--- src/hdl/cpwm_consts.svh ---
// Offsets, field positions, reset values and counts of the compare/PWM unit
// Assumes inclusion by bare name from the package and the top module
`ifndef CPWM_CONSTS_SVH
`define CPWM_CONSTS_SVH

// ==========================================
// Register offsets
`define CPWM_OFS_FLAGS      8'h0c
`define CPWM_OFS_T1_LOW     8'h0e
`define CPWM_OFS_T1_HIGH    8'h0f
`define CPWM_OFS_T1_CTRL    8'h10
`define CPWM_OFS_T2_COUNT   8'h11
`define CPWM_OFS_T2_CTRL    8'h12
`define CPWM_OFS_DUTY_LOW   8'h15
`define CPWM_OFS_DUTY_HIGH  8'h16
`define CPWM_OFS_UNIT_CTRL  8'h17
`define CPWM_OFS_DIR        8'h87
`define CPWM_OFS_ENABLES    8'h8c
`define CPWM_OFS_PERIOD     8'h92

// ==========================================
// Field positions and masks
`define CPWM_FLAG_T1_OVF    0
`define CPWM_FLAG_T2        1
`define CPWM_FLAG_MATCH     2
`define CPWM_FLAGS_MASK     8'h07
`define CPWM_ENABLES_MASK   8'h07
`define CPWM_T1_RUN         0
`define CPWM_T1_PS_LSB      4
`define CPWM_T1_CTRL_MASK   8'h3f
`define CPWM_T2_PS_LSB      0
`define CPWM_T2_RUN         2
`define CPWM_T2_POST_LSB    3
`define CPWM_T2_CTRL_MASK   8'h7f
`define CPWM_UC_DUTY_LSB    4
`define CPWM_UC_MASK        8'h3f
`define CPWM_PIN_BIT        2

// ==========================================
// Reset values
`define CPWM_RST_ZERO       8'h00
`define CPWM_RST_DIR        8'hff
`define CPWM_RST_PERIOD     8'hff

// ==========================================
// Mode select codes
`define CPWM_MODE_OFF       4'h0
`define CPWM_MODE_SET       4'h8
`define CPWM_MODE_CLR       4'h9
`define CPWM_MODE_SWI       4'ha
`define CPWM_MODE_SEV       4'hb

// ==========================================
// Timing
`define CPWM_TOSC_NS        8
`define CPWM_Q_LAST         2'h3

`endif

--- src/hdl/cpwm_pkg.sv ---
// Types of the compare/PWM unit
// Assumes the constants header is on the include path
package cpwm_pkg;
    `include "cpwm_consts.svh"

    // ==========================================
    // Register port request
    typedef struct packed {
        logic [7:0] addr;
        logic [7:0] wdata;
        logic       wr;
        logic       rd;
    } cpwm_bus_req_t;

    // ==========================================
    // Unit pin drive
    typedef struct packed {
        logic out;
        logic oe;
    } cpwm_pin_t;

    // ==========================================
    // Decoded unit modes
    typedef enum logic [6:0] {
        CPWM_OFF  = 7'h01,
        CPWM_SET  = 7'h02,
        CPWM_CLR  = 7'h04,
        CPWM_SWI  = 7'h08,
        CPWM_SEV  = 7'h10,
        CPWM_PWM  = 7'h20,
        CPWM_CAPT = 7'h40
    } cpwm_mode_t;
endpackage : cpwm_pkg

--- src/hdl/cpwm_top.sv ---
// Compare and PWM unit with its timers and register file
// Assumes synchronous register port and one clock mclk
//
// Behaviour
// - Compare value constantly matched against timer one
// - Match sets, clears or keeps pin by mode
// - Match flag set with pin action
// - Zero control write forces compare latch low
// - Software interrupt mode only sets flag
// - Special event resets timer one, starts conversion
// - Special event reset sets no overflow flag
// - Zero control write forces PWM latch low
// - Period is (limit+1) times 4 times prescale
// - Timer two clears after reaching period limit
// - Period end sets pin unless duty zero
// - Period end latches duty into buffers
// - Postscaler only paces separate update flag
// - Duty is low register plus two bits
// - High time is duty times clock times prescale
// - Duty writes take effect at period end
// - Duty high byte read only in PWM
// - Duty double buffered for glitchless output
// - Pin clears when buffered duty meets count
// - Duty beyond period never clears pin
//
// Local design decision: the plain strobed port.
`timescale 1ns/100ps
`default_nettype none

module cpwm_top
    import cpwm_pkg::*;
(
    input  wire logic          mclk,
    input  wire logic          rst,
    input  wire cpwm_bus_req_t bus,
    input  wire logic          adc_enable,
    output var  logic [7:0]    rdata,
    output var  cpwm_pin_t     pin,
    output var  logic          peripheral_irq,
    output var  logic          adc_start
);
    `include "cpwm_consts.svh"

    // ==========================================
    // Functions
    function automatic logic hit(input cpwm_bus_req_t b, input logic [7:0] ofs);
        return b.wr && (b.addr == ofs);
    endfunction : hit

    function automatic cpwm_mode_t decode_mode(input logic [3:0] sel);
        logic [3:0] s;
        s = sel;
        if (s[3:2] == 2'h3) begin
            return CPWM_PWM;
        end
        case (s)
            `CPWM_MODE_SET: return CPWM_SET;
            `CPWM_MODE_CLR: return CPWM_CLR;
            `CPWM_MODE_SWI: return CPWM_SWI;
            `CPWM_MODE_SEV: return CPWM_SEV;
            4'h4, 4'h5, 4'h6, 4'h7: return CPWM_CAPT;
            default: return CPWM_OFF;
        endcase
    endfunction : decode_mode

    function automatic logic pre_done(input logic [3:0] cnt, input logic [3:0] mask);
        return (cnt & mask) == mask;
    endfunction : pre_done

    // ==========================================
    // Storage
    logic [1:0] qphase;
    logic [7:0] t1_low;
    logic [7:0] t1_high;
    logic [7:0] t1_ctrl;
    logic [2:0] t1_pre;
    logic [7:0] t2_count;
    logic [7:0] t2_ctrl;
    logic [3:0] t2_pre;
    logic [3:0] t2_post;
    logic [7:0] period;
    logic [7:0] duty_low;
    logic [7:0] duty_high;
    logic [1:0] duty_lsb_latch;
    logic [7:0] unit_ctrl;
    logic [7:0] dir;
    logic [7:0] enables;
    logic [2:0] flags;
    logic       pin_latch;
    logic       cmp_eq_q;

    // ==========================================
    // Decode
    cpwm_mode_t mode;
    logic       instr_tick;
    logic       cmp_active;
    logic       pwm_on;
    logic [3:0] t1_mask;
    logic [3:0] t2_mask;
    logic       t1_tick;
    logic       t2_tick;
    logic       cmp_eq;
    logic       match_ev;
    logic       sev_reset;
    logic       t1_wr;
    logic       t1_ovf;
    logic       period_end;
    logic       t2_flag_ev;
    logic [1:0] low2;
    logic [9:0] next_duty;
    logic       pwm_clear;
    logic       ctrl_zero;
    logic       next_pin;
    logic [7:0] rd_value;

    assign mode       = decode_mode(unit_ctrl[3:0]);
    assign instr_tick = (qphase == `CPWM_Q_LAST);
    assign cmp_active = (mode == CPWM_SET) || (mode == CPWM_CLR) ||
                        (mode == CPWM_SWI) || (mode == CPWM_SEV);
    assign pwm_on     = (mode == CPWM_PWM);
    assign ctrl_zero  = hit(bus, `CPWM_OFS_UNIT_CTRL) && (bus.wdata == 8'h00);

    always_comb begin
        case (t1_ctrl[`CPWM_T1_PS_LSB +: 2])
            2'h0:    t1_mask = 4'h0;
            2'h1:    t1_mask = 4'h1;
            2'h2:    t1_mask = 4'h3;
            default: t1_mask = 4'h7;
        endcase
        case (t2_ctrl[`CPWM_T2_PS_LSB +: 2])
            2'h0:    t2_mask = 4'h0;
            2'h1:    t2_mask = 4'h3;
            default: t2_mask = 4'hf;
        endcase
    end

    assign t1_tick = instr_tick && t1_ctrl[`CPWM_T1_RUN] && pre_done({1'b0, t1_pre}, t1_mask);
    assign t2_tick = instr_tick && t2_ctrl[`CPWM_T2_RUN] && pre_done(t2_pre, t2_mask);

    // ==========================================
    // Compare path
    assign cmp_eq    = ({duty_high, duty_low} == {t1_high, t1_low});
    assign match_ev  = cmp_active && cmp_eq && !cmp_eq_q;
    assign sev_reset = match_ev && (mode == CPWM_SEV);
    assign t1_wr     = hit(bus, `CPWM_OFS_T1_LOW) || hit(bus, `CPWM_OFS_T1_HIGH);
    assign t1_ovf    = t1_tick && !t1_wr && !sev_reset && ({t1_high, t1_low} == 16'hffff);

    // ==========================================
    // PWM path
    assign period_end = t2_tick && (t2_count == period);
    assign t2_flag_ev = period_end && (t2_post == t2_ctrl[`CPWM_T2_POST_LSB +: 4]);
    assign next_duty  = {duty_low, unit_ctrl[`CPWM_UC_DUTY_LSB +: 2]};

    always_comb begin
        case (t2_ctrl[`CPWM_T2_PS_LSB +: 2])
            2'h0:    low2 = qphase;
            2'h1:    low2 = t2_pre[1:0];
            default: low2 = t2_pre[3:2];
        endcase
    end

    // Count beyond the period never reaches a larger duty
    assign pwm_clear = pwm_on && ({t2_count, low2} == {duty_high, duty_lsb_latch});

    always_comb begin
        next_pin = pin_latch;
        if (ctrl_zero) begin
            next_pin = 1'b0;
        end else if (pwm_on) begin
            if (period_end) begin
                next_pin = (next_duty != 10'h000);
            end else if (pwm_clear) begin
                next_pin = 1'b0;
            end
        end else if (match_ev) begin
            case (mode)
                CPWM_SET: next_pin = 1'b1;
                CPWM_CLR: next_pin = 1'b0;
                default:  next_pin = pin_latch;
            endcase
        end
    end

    // ==========================================
    // Phase counter
    always_ff @(posedge mclk or posedge rst) begin
        if (rst) begin
            qphase <= 2'h0;
        end else begin
            qphase <= qphase + 2'h1;
        end
    end

    // ==========================================
    // Timer one
    always_ff @(posedge mclk or posedge rst) begin
        if (rst) begin
            t1_low  <= `CPWM_RST_ZERO;
            t1_high <= `CPWM_RST_ZERO;
            t1_pre  <= 3'h0;
        end else if (sev_reset) begin
            t1_low  <= `CPWM_RST_ZERO;
            t1_high <= `CPWM_RST_ZERO;
            t1_pre  <= 3'h0;
        end else if (t1_wr) begin
            if (hit(bus, `CPWM_OFS_T1_LOW)) begin
                t1_low <= bus.wdata;
            end
            if (hit(bus, `CPWM_OFS_T1_HIGH)) begin
                t1_high <= bus.wdata;
            end
            t1_pre <= 3'h0;
        end else begin
            if (instr_tick && t1_ctrl[`CPWM_T1_RUN]) begin
                t1_pre <= t1_pre + 3'h1;
            end
            if (t1_tick) begin
                {t1_high, t1_low} <= {t1_high, t1_low} + 16'h0001;
            end
        end
    end

    always_ff @(posedge mclk or posedge rst) begin
        if (rst) begin
            cmp_eq_q <= 1'b0;
        end else begin
            cmp_eq_q <= cmp_eq;
        end
    end

    // ==========================================
    // Timer two
    always_ff @(posedge mclk or posedge rst) begin
        if (rst) begin
            t2_count <= `CPWM_RST_ZERO;
            t2_pre   <= 4'h0;
            t2_post  <= 4'h0;
        end else if (hit(bus, `CPWM_OFS_T2_COUNT) || hit(bus, `CPWM_OFS_T2_CTRL)) begin
            if (hit(bus, `CPWM_OFS_T2_COUNT)) begin
                t2_count <= bus.wdata;
            end
            t2_pre  <= 4'h0;
            t2_post <= 4'h0;
        end else begin
            if (instr_tick && t2_ctrl[`CPWM_T2_RUN]) begin
                t2_pre <= t2_pre + 4'h1;
            end
            if (period_end) begin
                t2_count <= 8'h00;
                t2_post  <= t2_flag_ev ? 4'h0 : t2_post + 4'h1;
            end else if (t2_tick) begin
                t2_count <= t2_count + 8'h01;
            end
        end
    end

    // ==========================================
    // Configuration registers
    always_ff @(posedge mclk or posedge rst) begin
        if (rst) begin
            t1_ctrl   <= `CPWM_RST_ZERO;
            t2_ctrl   <= `CPWM_RST_ZERO;
            unit_ctrl <= `CPWM_RST_ZERO;
            dir       <= `CPWM_RST_DIR;
            enables   <= `CPWM_RST_ZERO;
            period    <= `CPWM_RST_PERIOD;
            duty_low  <= `CPWM_RST_ZERO;
        end else begin
            if (hit(bus, `CPWM_OFS_T1_CTRL)) begin
                t1_ctrl <= bus.wdata & `CPWM_T1_CTRL_MASK;
            end
            if (hit(bus, `CPWM_OFS_T2_CTRL)) begin
                t2_ctrl <= bus.wdata & `CPWM_T2_CTRL_MASK;
            end
            if (hit(bus, `CPWM_OFS_UNIT_CTRL)) begin
                unit_ctrl <= bus.wdata & `CPWM_UC_MASK;
            end
            if (hit(bus, `CPWM_OFS_DIR)) begin
                dir <= bus.wdata;
            end
            if (hit(bus, `CPWM_OFS_ENABLES)) begin
                enables <= bus.wdata & `CPWM_ENABLES_MASK;
            end
            if (hit(bus, `CPWM_OFS_PERIOD)) begin
                period <= bus.wdata;
            end
            if (hit(bus, `CPWM_OFS_DUTY_LOW)) begin
                duty_low <= bus.wdata;
            end
        end
    end

    // ==========================================
    // Duty buffer and compare high byte
    always_ff @(posedge mclk or posedge rst) begin
        if (rst) begin
            duty_high      <= `CPWM_RST_ZERO;
            duty_lsb_latch <= 2'h0;
        end else if (pwm_on) begin
            if (period_end) begin
                duty_high      <= next_duty[9:2];
                duty_lsb_latch <= next_duty[1:0];
            end
        end else if (hit(bus, `CPWM_OFS_DUTY_HIGH)) begin
            duty_high <= bus.wdata;
        end
    end

    // ==========================================
    // Pin latch and drive
    always_ff @(posedge mclk or posedge rst) begin
        if (rst) begin
            pin_latch <= 1'b0;
            pin       <= '{out: 1'b0, oe: 1'b0};
        end else begin
            pin_latch <= next_pin;
            pin       <= '{out: next_pin, oe: !dir[`CPWM_PIN_BIT]};
        end
    end

    // ==========================================
    // Flags, interrupt and trigger
    always_ff @(posedge mclk or posedge rst) begin
        if (rst) begin
            flags <= 3'h0;
        end else begin
            // Hardware set wins over a software clear
            flags <= (hit(bus, `CPWM_OFS_FLAGS) ? bus.wdata[2:0] : flags) |
                     {match_ev, t2_flag_ev, t1_ovf};
        end
    end

    always_ff @(posedge mclk or posedge rst) begin
        if (rst) begin
            peripheral_irq <= 1'b0;
            adc_start      <= 1'b0;
        end else begin
            peripheral_irq <= |(flags & enables[2:0]);
            adc_start      <= sev_reset && adc_enable;
        end
    end

    // ==========================================
    // Read port
    always_comb begin
        case (bus.addr)
            `CPWM_OFS_FLAGS:     rd_value = {5'h00, flags};
            `CPWM_OFS_T1_LOW:    rd_value = t1_low;
            `CPWM_OFS_T1_HIGH:   rd_value = t1_high;
            `CPWM_OFS_T1_CTRL:   rd_value = t1_ctrl;
            `CPWM_OFS_T2_COUNT:  rd_value = t2_count;
            `CPWM_OFS_T2_CTRL:   rd_value = t2_ctrl;
            `CPWM_OFS_DUTY_LOW:  rd_value = duty_low;
            `CPWM_OFS_DUTY_HIGH: rd_value = duty_high;
            `CPWM_OFS_UNIT_CTRL: rd_value = unit_ctrl;
            `CPWM_OFS_DIR:       rd_value = dir;
            `CPWM_OFS_ENABLES:   rd_value = enables;
            `CPWM_OFS_PERIOD:    rd_value = period;
            default:             rd_value = 8'h00;
        endcase
    end

    always_ff @(posedge mclk or posedge rst) begin
        if (rst) begin
            rdata <= 8'h00;
        end else begin
            rdata <= bus.rd ? rd_value : 8'h00;
        end
    end
endmodule : cpwm_top

`default_nettype wire

--- config.mk ---
export PLATFORM = sky130hd
export DESIGN_NAME = cpwm_top
export DESIGN_NICKNAME = d
export VERILOG_FILES = /design/src/hdl/cpwm_pkg.sv /design/src/hdl/cpwm_top.sv
export VERILOG_INCLUDE_DIRS = /design/src /design/src/hdl
export SDC_FILE = /design/constraint.sdc
export NUM_CORES = 1
export LEC_CHECK = 0
export BUFFER_PORTS_ARGS = -buffer_cell sky130_fd_sc_hd__buf_2
export CAP_MARGIN = 20
export CORE_UTILIZATION = 45
export CTS_BUF_LIST = sky130_fd_sc_hd__clkbuf_8
export CTS_CLUSTER_DIAMETER = 200
export CTS_CLUSTER_SIZE = 8
export DETAILED_ROUTE_END_ITERATION = 16
export SLEW_MARGIN = 5
export SYNTH_ARGS = -nofsm -noshare
export SYNTH_HDL_FRONTEND = slang
export SYNTH_SLANG_ARGS = --single-unit
--- constraint.sdc ---
create_clock -name mclk -period 2.95 [get_ports mclk]
set_input_delay 0.295 -clock mclk [delete_from_list [all_inputs] [get_ports mclk]]
set_output_delay 0.295 -clock mclk [all_outputs]
set_load 0.02 [all_outputs]
* Yosys cells after proc, flatten, opt, wreduce, memory -nomap -nowiden
Memory sizes are Yosys's and may differ from the RTL's.
Index checks and enable logic that the tools add are counted.
** Cells by class
- Add/subtract/negate cells :: 6
- Equal/unequal tests :: 34
- Multiplexer cells :: 38
- Bitwise gates (word level) :: 4
- Reduce and logical (&&, ||, !) cells :: 55
** Operator list (count)
- 8-bit two-way mux :: 16
- 8-bit case mux with 12 select lines :: 1
- 8-bit by 5-bit equality test with 1-bit output (second input constant) :: 6
- 1-bit logical AND :: 27
- 8-bit by 4-bit equality test with 1-bit output (second input constant) :: 3
- 8-bit equality test (second input constant) :: 3
- 4-bit two-way mux :: 5
- 16-bit by 1-bit adder with 16-bit output (second input constant) :: 1
- 16-bit equality test :: 1
- 16-bit equality test (second input constant) :: 1
- 7-bit two-way mux :: 2
- 4-bit equality test :: 3
- 3-bit two-way mux :: 4
- 3-bit nonzero test :: 4
- 10-bit equality test :: 1
- 2-bit AND reduction :: 5
- 10-bit nonzero test :: 1
- 3-bit case mux with 3 select lines :: 1
- 4-bit by 1-bit adder with 4-bit output (second input constant) :: 2
- 8-bit by 1-bit adder with 8-bit output (second input constant) :: 1
- 8-bit equality test :: 1
- 8-bit zero test :: 1
- 4-bit case mux with 2 select lines :: 1
- 7-bit by 2-bit equality test with 1-bit output (second input constant) :: 1
- other kinds (25) :: 45
** Word-level totals
- Register bits after elaboration :: 109
- Memory bits (read-only) :: 96
- Output and inout port bits :: 12
- Word-level logic and storage cells :: 161
- Memories :: 1
** Memory list
- (no name shown) :: words 16, bits a word 6, rd ports 1, clocked after memory_dff 0, wr ports 0, line cpwm_top.sv:56 : case (s)

* Longest topological paths before layout
Gate-level depths: netlist of run 1.
- Depth after elaboration :: 14
- Mapped depth :: 9

* Worst setup path before layout of run 1
No wires, ideal clock.
- Kind :: input-to-reg
- Start point :: input bus[15] (netlist name)
- End point :: register t1_high[1]
- Library setup time :: 0.133 ns
- Arrival :: 2.056 ns
- Required time :: 2.817 ns
- Slack :: 0.760 ns
- Stages :: 8
- Path buffers :: 3
- Cell sequence :: or4b_1 -> buf_2 -> or3_4 -> buf_6 -> a31o_2 -> buf_6 -> a22oi_2 -> nor2_1
** Between the ends
- Word-level cells in the longest chain between the ends :: 5
** RTL lines
- start, declared :: line cpwm_top.sv:35 : input wire cpwm_bus_req_t bus,
- 8-bit by 4-bit equality test with 1-bit output :: line cpwm_top.sv:47 : return b.wr && (b.addr == ofs);
- 1-bit logical AND :: line cpwm_top.sv:47
- 1-bit logical OR :: line cpwm_top.sv:145 : assign t1_wr = hit(bus, `CPWM_OFS_T1_LOW) || hit(bus, `CPWM_OFS_T1_HIGH);
- 3-bit by 2-bit != test with 1-bit output (no source line) (tied with other cells)
- 2-bit AND reduction (no source line) or 8-bit two-way mux (tied branches)
- end signal, assigned :: line cpwm_top.sv:199 : t1_high <= `CPWM_RST_ZERO;
- end signal, assigned :: line cpwm_top.sv:203 : t1_high <= `CPWM_RST_ZERO;
- end signal, assigned :: line cpwm_top.sv:210 : t1_high <= bus.wdata;
- end, declared :: line cpwm_top.sv:74 : logic [7:0] t1_high;
Parallel ways exist; a longest one is shown, timed or not.
A chain may end at the register's enable or synchronous reset.

* Worst setup path after layout of run 1
- Start point :: register qphase[0]
- End point :: register duty_high[7]
** Between the ends
- Word-level cells in the longest chain between the ends :: 6
** RTL lines
- start, declared :: line cpwm_top.sv:72 : logic [1:0] qphase;
- start signal, assigned :: line cpwm_top.sv:190 : qphase <= qphase + 2'h1;
- 2-bit equality test (no source line)
- 1-bit logical AND (2 in series) :: line cpwm_top.sv:138 : assign t2_tick = instr_tick && t2_ctrl[`CPWM_T2_RUN] && pre_done(t2_pre, t2_mask);
- 1-bit logical AND :: line cpwm_top.sv:150 : assign period_end = t2_tick && (t2_count == period);
- 2-bit by 1-bit != test with 1-bit output (no source line)
- 2-bit AND reduction (no source line)
- end signal, assigned :: line cpwm_top.sv:297 : duty_high <= `CPWM_RST_ZERO;
- end signal, assigned :: line cpwm_top.sv:301 : duty_high <= next_duty[9:2];
- end signal, assigned :: line cpwm_top.sv:305 : duty_high <= bus.wdata;
- end, declared :: line cpwm_top.sv:83 : logic [7:0] duty_high;
No other way between the ends.

==> summary.md, run 1 <==
| Metric | Value |
|---|---|
| DR DRC count | 0 |
| Wire per inst | ~21 µm |
| Internal | approximately 2.2 mW |
| Drt total wl | about 18000 µm |
| Switching power | 986 µW |
| Area share of the leading cell type in the synthesized netlist | 36.2% |
| Final Hold Violating Endpoints | 0 |
| Post-synth top area cell | dfrtp_1 |
| Worst-path cell chain | ha_1 -> nand2_1 -> a211o_1 -> nor3_2 -> nand3_1 -> and2_1 -> mux2_2 |
| Crit. End Element | flop |
| Pre-CTS setup slack | about 460 ps |
| Placed insts | approximately 830 |
| Slew @ Worst Pin | approximately 690 ps |
| Hold Path Class | in -> reg |
| Total gr overflow | 0 |
| DR iter-0 viols | 587 |
| CTS Buf Count | 9 |
| Sequential power share | between 50% and 60% |
| Drt first pass iters | 5 |
| TritonCTS Sinks | roughly 110 |
| Slew Limit Headroom | 53.5% |
| Critical Path RT | roughly 3300 ps |
| Slowest stage delay, CP | around 400 ps |
| Initial antenna violation count | 0 |
| #FFs+latches synth | approximately 110 |
| CP arrival | around 2700 ps |
| Min Tclk post-route | between 2000 and 2500 ps |
| Setup crit start kind | flop |
| Slowest-stage cell, CP | dfrtp_1 |
| Synth top area cells | dfrtp_1, mux2_2, dfstp_2 |
| Most used flip-flop cell after synthesis | dfrtp_1 |
| Most frequent cells after synthesis | dfrtp_1, mux2_2, nand2_1 |
| Leakage power | 2.88 nW |
| Layout cells sized above 1 | 25.3% |
| Period utilization | roughly 82% |
| Post-DP HPWL | about 13000 µm |
| Cells after Synth | between 600 and 700 |
| Cell with the most instances after synthesis | dfrtp_1 |
| # resized after CTS | 0 |
| Reg2reg path depth | 7 |
| Maximum VDD drop | around 0.00033 V |
| Die footprint | approximately 15000 µm² |
| Sequential area share after synthesis | between 40 and 50% |
| Final ANT Viol Nets | 0 |
| Ports | 33 |
| Sw frac | between 30% and 40% |
| Pin count of the biggest net entering global routing | 82 |
| Final setup fails | 0 |
| Post-Syn Nets | between 600 and 700 |
| P&R area growth vs syn | 8.14% |
| Non-Filler Instances | 844 |
| Max-slew violation count | 0 |
| CTS root buffer | clkbuf_8 |
| Netlist cell types | 65 |
| CP max FO | 8 |
| Power Total | between 3 and 4 mW |
| Synth async-reset ratio | between 90% and 100% |
| Row Count | 43 |
| CTS H-Tree Depth | 3 |
| Area of the mapped netlist | between 6000 and 7000 µm² |
| GP Congestion | slightly below 1 |
| CTS max path bufs | 2 |
| Syn_area_per_cell | slightly below 10 µm² |
| Total track usage | between 20% and 30% |
| Clock Latency Late Sink | about 410 ps |
| Max Clock Freq | slightly above 400 MHz |
| Post-route cell area | 6950 µm² |
| Fin util | between 50% and 60% |
| Post-route setup TNS | 0 ps |
| Worst Hold Slack | ~96 ps |
| Status | completed |
| Core Footprint | 13900 µm² |
| Via density per instance | just over 6 |
| Yosys warnings | 0 |
| Max cap viols | 0 |
| Placed cell area | between 6000 and 7000 µm² |
| Final nets | 686 |
| CTS tree | built |
| Worst Skew | about 18 ps |
| Clock transition at the registers of the reported paths | around 110 ps |
| Vias in the first global route | between 4000 and 5000 |
| Die height | 121 µm |
| Die X | between 100 and 150 µm |
| Worst hold stages | 2 |
| Initial Util | 46.3% |
| First-pass GRT wire length | about 28000 µm |
| Power per Cell Area | 464 nW/µm² |
| Antenna cells | 0 |
| Via Count | roughly 5200 |
| Clock power frac | a little under 30% |
| Worst Setup Slack, final | 518 ps |
| Worst Setup Path Type | reg -> reg |
| Port Buf Inserts | 32 |
| Combinational Power Share | ~15% |
| RSZ-0062 raised after global routing | false |
| Post-synth EDFFs | 0 |
==> critical path, delay by kind of cell, from the launching register on <==
kind	cells	cell delay (ps)
compound gates	1	360
flops	1	400
fa+ha+maj	1	270
mux	1	320
simple gates	4	990
==> kinds of logic (layout without fill, tap and decap cells) <==
group	after synthesis	in the layout	share of synthesized area, %
and+or+nand+nor	202	202	15.9
AOI/OAI and AO/OA	135	135	14.9
DFF	109	109	42.8
muxes	87	87	14.9
buffers and inverters	62	79	4.09
xor gates and xnor gates	46	46	6.27
adders and majority gates	6	6	1.17
==> flip-flops by register name, summed over array words and instances, names as in the netlist <==
register	count
period	8
duty_high	8
cmp_eq_q	1
unit_ctrl	6
enables	3
duty_low	8
adc_start	1
t1_pre	3
peripheral_irq	1
pin_latch	1
t1_low	8
duty_lsb_latch	2
t2_pre	4
pin	1
t1_ctrl	6
qphase	2
t1_high	8
t2_count	8
t2_ctrl	7
dir	8
flags	3
t2_post	4
rdata	8
==> layer usage <==
metal	share of wire, %	GRT usage (%)	vias up
li1	-	-	2374
met1	45	35.9	2543
met5	0	0	-
met4	3.1	10.9	0
met3	6.4	5.73	35
met2	45	38.2	212
==> cells in the final DEF, fill, tap and decap left out, drive strengths merged, types with 3 or more instances in the layout <==
| master | instances |
|---|---|
| a211oi | 3 |
| a21o | 7 |
| a21oi | 34 |
| a221oi | 7 |
| a22oi | 15 |
| a31oi | 4 |
| a41oi | 3 |
| and2 | 4 |
| and3 | 8 |
| and4 | 5 |
| buf | 49 |
| clkbuf | 9 |
| dfrtp | 93 |
| dfstp | 16 |
| ha | 6 |
| inv | 16 |
| mux2 | 68 |
| mux2i | 19 |
| nand2 | 60 |
| nand2b | 3 |
| nand3 | 27 |
| nand4 | 15 |
| nor2 | 36 |
| nor2b | 5 |
| nor3 | 14 |
| nor4 | 10 |
| nor4b | 3 |
| o211ai | 3 |
| o21ai | 27 |
| o22ai | 5 |
| o311ai | 3 |
| o31ai | 4 |
| or3 | 5 |
| xnor2 | 40 |
| xor2 | 6 |
==> cell type report <==
class / instances / area [µm²]
multi-input cells: 476 / 3410
clock inverters: 7 / 73.8
clock buffers: 9 / 124
repair buffers: 50 / 310
fillers: 1308 / 6930
flip-flops and latches: 109 / 2750
inverters: 13 / 52.6
well taps: 180 / 225
==> repair_timing <==
item,CTS,global route
hold buffers,1,0
buffers inserted,0,0
hold endpoints to repair,28,0
==> final timing paths <==
path	startpoint	to	slack (ps)
worst min register to register	dir[2]	pin[0]	470
worst min-delay path	adc_enable	adc_start	100
min in group asynchronous	rst	duty_high[4]	520
worst max register to register	qphase[0]	duty_high[7]	520
max in group asynchronous	rst	dir[7]	1570
worst max-delay path	qphase[0]	duty_high[7]	520
==> power by group through the flow <==
stage	combinational, mW	clock (mW)	sequential (mW)
after floorplan	0.408	0	1.73
after global placement	0.481	0	1.80
after detailed placement	0.492	0	1.81
after CTS	0.494	0.984	1.78
after global routing	0.554	1.04	1.80
final	0.492	0.950	1.78
Note: power is estimated with default switching activity, not from simulation.
==> inputs of run 2 (changes only) <==
==> constraint.sdc (replaced) <==
create_clock -name mclk -period 2.5 [get_ports mclk]
set_input_delay 0.25 -clock mclk [delete_from_list [all_inputs] [get_ports mclk]]
set_output_delay 0.25 -clock mclk [all_outputs]
set_load 0.02 [all_outputs]
==> summary.md, run 2 (synthesis results as in run 1) <==
| Metric | Value |
|---|---|
| DR DRC count | 0 |
| Drt first pass iters | 5 |
| CTS max path bufs | 2 |
| Final setup fails | 0 |
| Max cap viols | 0 |
| Drt total wl | approximately 19000 µm |
| Worst Setup Path Type | reg -> reg |
| First-pass GRT wire length | 29600 µm |
| Most common cell after layout, fill and taps aside | dfrtp_1 |
| Setup crit start kind | flop |
| Critical Path RT | roughly 2800 ps |
| Layout cells sized above 1 | around 27% |
| Power per Cell Area | 529 nW/µm² |
| Crit. End Element | flop |
| CTS tree | built |
| # resized after CTS | 0 |
| Post-route setup TNS | 0 ps |
| Antenna cells | 0 |
| Die X | between 100 and 150 µm |
| Slew Limit Headroom | between 40% and 50% |
| CTS H-Tree Depth | 3 |
| Max-slew violation count | 0 |
| Via density per instance | a little over 6 |
| Placed insts | 848 |
| GP Congestion | ~0.95 |
| Period utilization | 90.4% |
| CP max FO | 7 |
| Core Footprint | roughly 14000 µm² |
| CP arrival | approximately 2600 ps |
| Clock transition at the registers of the reported paths | 110 ps |
| Maximum VDD drop | around 0.00028 V |
| Final Hold Violating Endpoints | 0 |
| Crit path from | t1_low[1] |
| R2R setup slack | roughly 240 ps |
| Final nets | 706 |
| Initial Util | 46.3% |
| Die footprint | about 15000 µm² |
| Critical R2R Launch | t1_low[1] |
| Total gr overflow | 0 |
| Post-route cell area | approximately 7100 µm² |
| Post-DP HPWL | roughly 14000 µm |
| Status | completed |
| DR iter-0 viols | 516 |
| Worst Hold Slack | around 20 ps |
| Vias in the first global route | around 5100 |
| Pre-CTS setup slack | around 190 ps |
| Row Count | 43 |
| Total track usage | a little over a quarter |
| Worst Skew | around 18 ps |
| Via Count | between 5000 and 6000 |
| Final ANT Viol Nets | 0 |
| Clock Latency Late Sink | approximately 400 ps |
| Power Total | about 3.8 mW |
| Non-Filler Instances | ~860 |
| Reg-to-Reg End | pin_latch |
| Placed cell area | slightly below 7000 µm² |
| Setup bufs post-CTS | 0 |
| TritonCTS Sinks | 109 |
| RSZ-0062 raised after global routing | false |
| Die height | about 120 µm |
| Wire per inst | about 22 µm |
| Hold Path Class | in -> async |
| Reg2reg path depth | 6 |
| Leakage power | around 3 nW |
| CTS root buffer | clkbuf_8 |
| Initial antenna violation count | 0 |
| Post-cts hold buffer count | 0 |
| Ports | 33 |
| Commonest cells after routing, fill and taps aside | dfrtp_1, mux2_2, nand2_1 |
| Max Clock Freq | approximately 440 MHz |
| P&R area growth vs syn | 10.6% |
| Fin util | between 50% and 60% |
| Worst Setup Slack, final | 239 ps |
| Slew @ Worst Pin | between 800 and 900 ps |
| Pin count of the biggest net entering global routing | 45 |
| Min Tclk post-route | roughly 2300 ps |
| CTS Buf Count | 9 |
| Port Buf Inserts | 32 |
==> run 2: cell types whose count changed in the layout (fill, tap and decap cells not counted) <==
cell           before  now
clkbuf_8            9   11
inv_4               1    0
bufinv_16           1    0
dlygate4sd3_1       1    0
inv_1              13   14
inv_6               2    0
clkinv_2            0    1
buf_12              1    3
buf_4              16   35
==> run 2: worst max path at each step <==
stage	end	cells after the start	slack [ps]
after floorplan	duty_high[0]	8	330
after global placement	t1_high[6]	7	230
after detailed placement	t1_high[6]	7	190
after CTS	pin_latch	6	250
after global routing	t2_count[5]	7	180
final	pin_latch	6	240
==> run 2: power breakdown <==
group	switching [mW]	total [mW]	internal (mW)
registers	0.188	2.09	1.90
clock network	0.616	1.03	0.411
logic	0.349	0.642	0.293
==> run 2: area by class of cell <==
type / count / area [µm²]
Clock buffer: 11 / 151
Multi-Input combinational cell: 476 / 3410
Timing Repair Buffer: 70 / 483
Tap cell: 180 / 225
Fill cell: 1276 / 6780
Sequential cell: 109 / 2750
Inverter: 13 / 52.6
Clock inverter: 5 / 28.8
==> run 2: routing by layer <==
| metal | up-vias | global-route usage, % | routed length, µm |
|---|---|---|---|
| met5 | - | 0 | 0 |
| met4 | 0 | 10.5 | 574 |
| met3 | 35 | 4.32 | 1100 |
| met2 | 212 | 41.9 | 8660 |
| met1 | 2638 | 37.6 | 8490 |
| li1 | 2415 | - | - |
==> run 2: critical path: stages, from the launching register on <==
cell      delay, ps
dfrtp_1         560
xnor2_1         160
nand4_1         110
nor4_1          470
nand2_1         250
o211ai_1        230
mux2_2          350
==> inputs of run 3 (changes only) <==
==> constraint.sdc (replaced) <==
create_clock -name mclk -period 2.5 [get_ports mclk]
set_input_delay 0.375 -clock mclk [delete_from_list [all_inputs] [get_ports mclk]]
set_output_delay 0.375 -clock mclk [all_outputs]
set_load 0.02 [all_outputs]
==> summary.md, run 3 (synthesis results as in run 1) <==
| Metric | Value |
|---|---|
| Total track usage | a little over a quarter |
| Ports | 33 |
| Max cap viols | 0 |
| CP max FO | 5 |
| Crit path capture | pin_latch |
| Max-slew violation count | 0 |
| Die height | between 100 and 150 µm |
| Worst-path cell chain | xnor2_1 -> nand4_1 -> nor4_1 -> nand2_1 -> o211ai_1 -> mux2_2 |
| Via density per instance | 6.11 |
| Worst Hold Slack | approximately 130 ps |
| CTS Buf Count | 9 |
| CTS H-Tree Depth | 3 |
| Post-DP HPWL | 13800 µm |
| Min Tclk post-route | around 2300 ps |
| Reg-to-Reg End | pin_latch |
| Critical R2R Launch | t1_high[7] |
| Worst Setup Path Type | reg -> reg |
| Initial antenna violation count | 0 |
| Period utilization | 90.4% |
| R2R setup slack | ~240 ps |
| Post-cts hold buffer count | 0 |
| Critical Path RT | around 2800 ps |
| Slew @ Worst Pin | approximately 670 ps |
| Drt total wl | between 15000 and 20000 µm |
| Clock Latency Late Sink | approximately 410 ps |
| Pin count of the biggest net entering global routing | 110 |
| Setup crit start kind | flop |
| Worst Skew | 19.4 ps |
| Crit. End Element | flop |
| Final Hold Violating Endpoints | 0 |
| Drt first pass iters | 5 |
| TritonCTS Sinks | 109 |
| Leakage power | slightly above 3 nW |
| Layout cells sized above 1 | roughly 29% |
| Combinational Power Share | between 10% and 20% |
| Slowest stage delay, CP | just under 500 ps |
| Clock power frac | slightly below 30% |
| CP arrival | roughly 2600 ps |
| Final setup fails | 0 |
| Max Clock Freq | roughly 440 MHz |
| Crit path from | t1_high[7] |
| Clock transition at the registers of the reported paths | 100 ps |
| Slowest-stage cell, CP | dfrtp_1 |
| # resized after CTS | 0 |
| RSZ-0062 raised after global routing | false |
| Total gr overflow | 0 |
| Initial Util | a little under half |
| Post-route setup TNS | 0 ps |
| Slew Limit Headroom | between 50% and 60% |
| GP Congestion | ~0.95 |
| DR iter-0 viols | approximately 490 |
| Sequential power share | a little over half |
| Die X | roughly 120 µm |
| Row Count | 43 |
| Power per Cell Area | between 500 and 600 nW/µm² |
| Hold Path Class | in -> async |
| CTS max path bufs | 2 |
| Core Footprint | about 14000 µm² |
| Port Buf Inserts | 32 |
| Switching power | around 1.2 mW |
| Sw frac | a little under a third |
| Vias in the first global route | between 5000 and 6000 |
| Die footprint | approximately 15000 µm² |
| CTS root buffer | clkbuf_8 |
| DR DRC count | 0 |
| CTS tree | built |
| Final ANT Viol Nets | 0 |
| Commonest cells after routing, fill and taps aside | dfrtp_1, mux2_2, nand2_1 |
| Most common cell after layout, fill and taps aside | dfrtp_1 |
| P&R area growth vs syn | 11.7% |
| Antenna cells | 0 |
| Internal | approximately 2.7 mW |
| Wire per inst | ~22 µm |
| Final nets | roughly 710 |
| Setup bufs post-CTS | 0 |
| Reg2reg path depth | 6 |
| Maximum VDD drop | 0.000418 V |
| Via Count | between 5000 and 6000 |
| First-pass GRT wire length | approximately 30000 µm |
| Status | completed |
[run 3: worst min-delay path by stage]
stage	slack, ps	endpoint	from
5_1_grt	170	adc_start	adc_enable
2_1_floorplan	420	pin[0]	dir[2]
4_1_cts	160	duty_high[0]	rst
6_report	130	adc_start	rst
3_5_place_dp	440	pin[0]	dir[2]
3_3_place_gp	440	pin[0]	dir[2]
[run 3: critical path: cells and delay by family, from the launching register on]
kind	cells	cell delay, ps
simple gates	3	850
flops	1	490
mux	1	360
compound gates	1	240
xor+xnor	1	220
[run 3: power by group through the flow]
stage	Sequential, mW	Clock [mW]	Combinational, mW
2_1_floorplan	2.04	0	0.482
3_3_place_gp	2.09	0	0.647
6_report	2.08	1.12	0.676
5_1_grt	2.09	1.21	0.750
3_5_place_dp	2.10	0	0.670
4_1_cts	2.07	1.15	0.673
[run 3: area by class of cell]
type	count	area [µm²]
Fill cell	1315	6710
Timing Repair Buffer	78	543
Sequential cell	109	2750
Multi-Input combinational cell	476	3410
Clock buffer	9	124
Tap cell	180	225
Clock inverter	7	70.1
Inverter	13	52.6
[run 3: layer usage]
layer / vias to the layer above / GRT usage (%) / share of wire [%]
li1: 2433 / - / -
met1: 2638 / 37.1 / 44
met2: 211 / 42.0 / 46
met3: 48 / 5.26 / 6.1
met4: 0 / 12.2 / 3.8
met5: - / 0 / 0
[run 3: per-stage QoR]
step	cells	total power, mW	util, %	setup slack (ps)	cell area, µm²
after global placement	856	2.74	50.3	203	6980
after detailed placement	856	2.77	50.3	177	6980
after global routing	872	4.05	51.7	101	7180
after CTS	872	3.90	51.7	292	7180
after floorplan	647	2.52	-	230	6430
final	872	3.87	51.7	239	7180
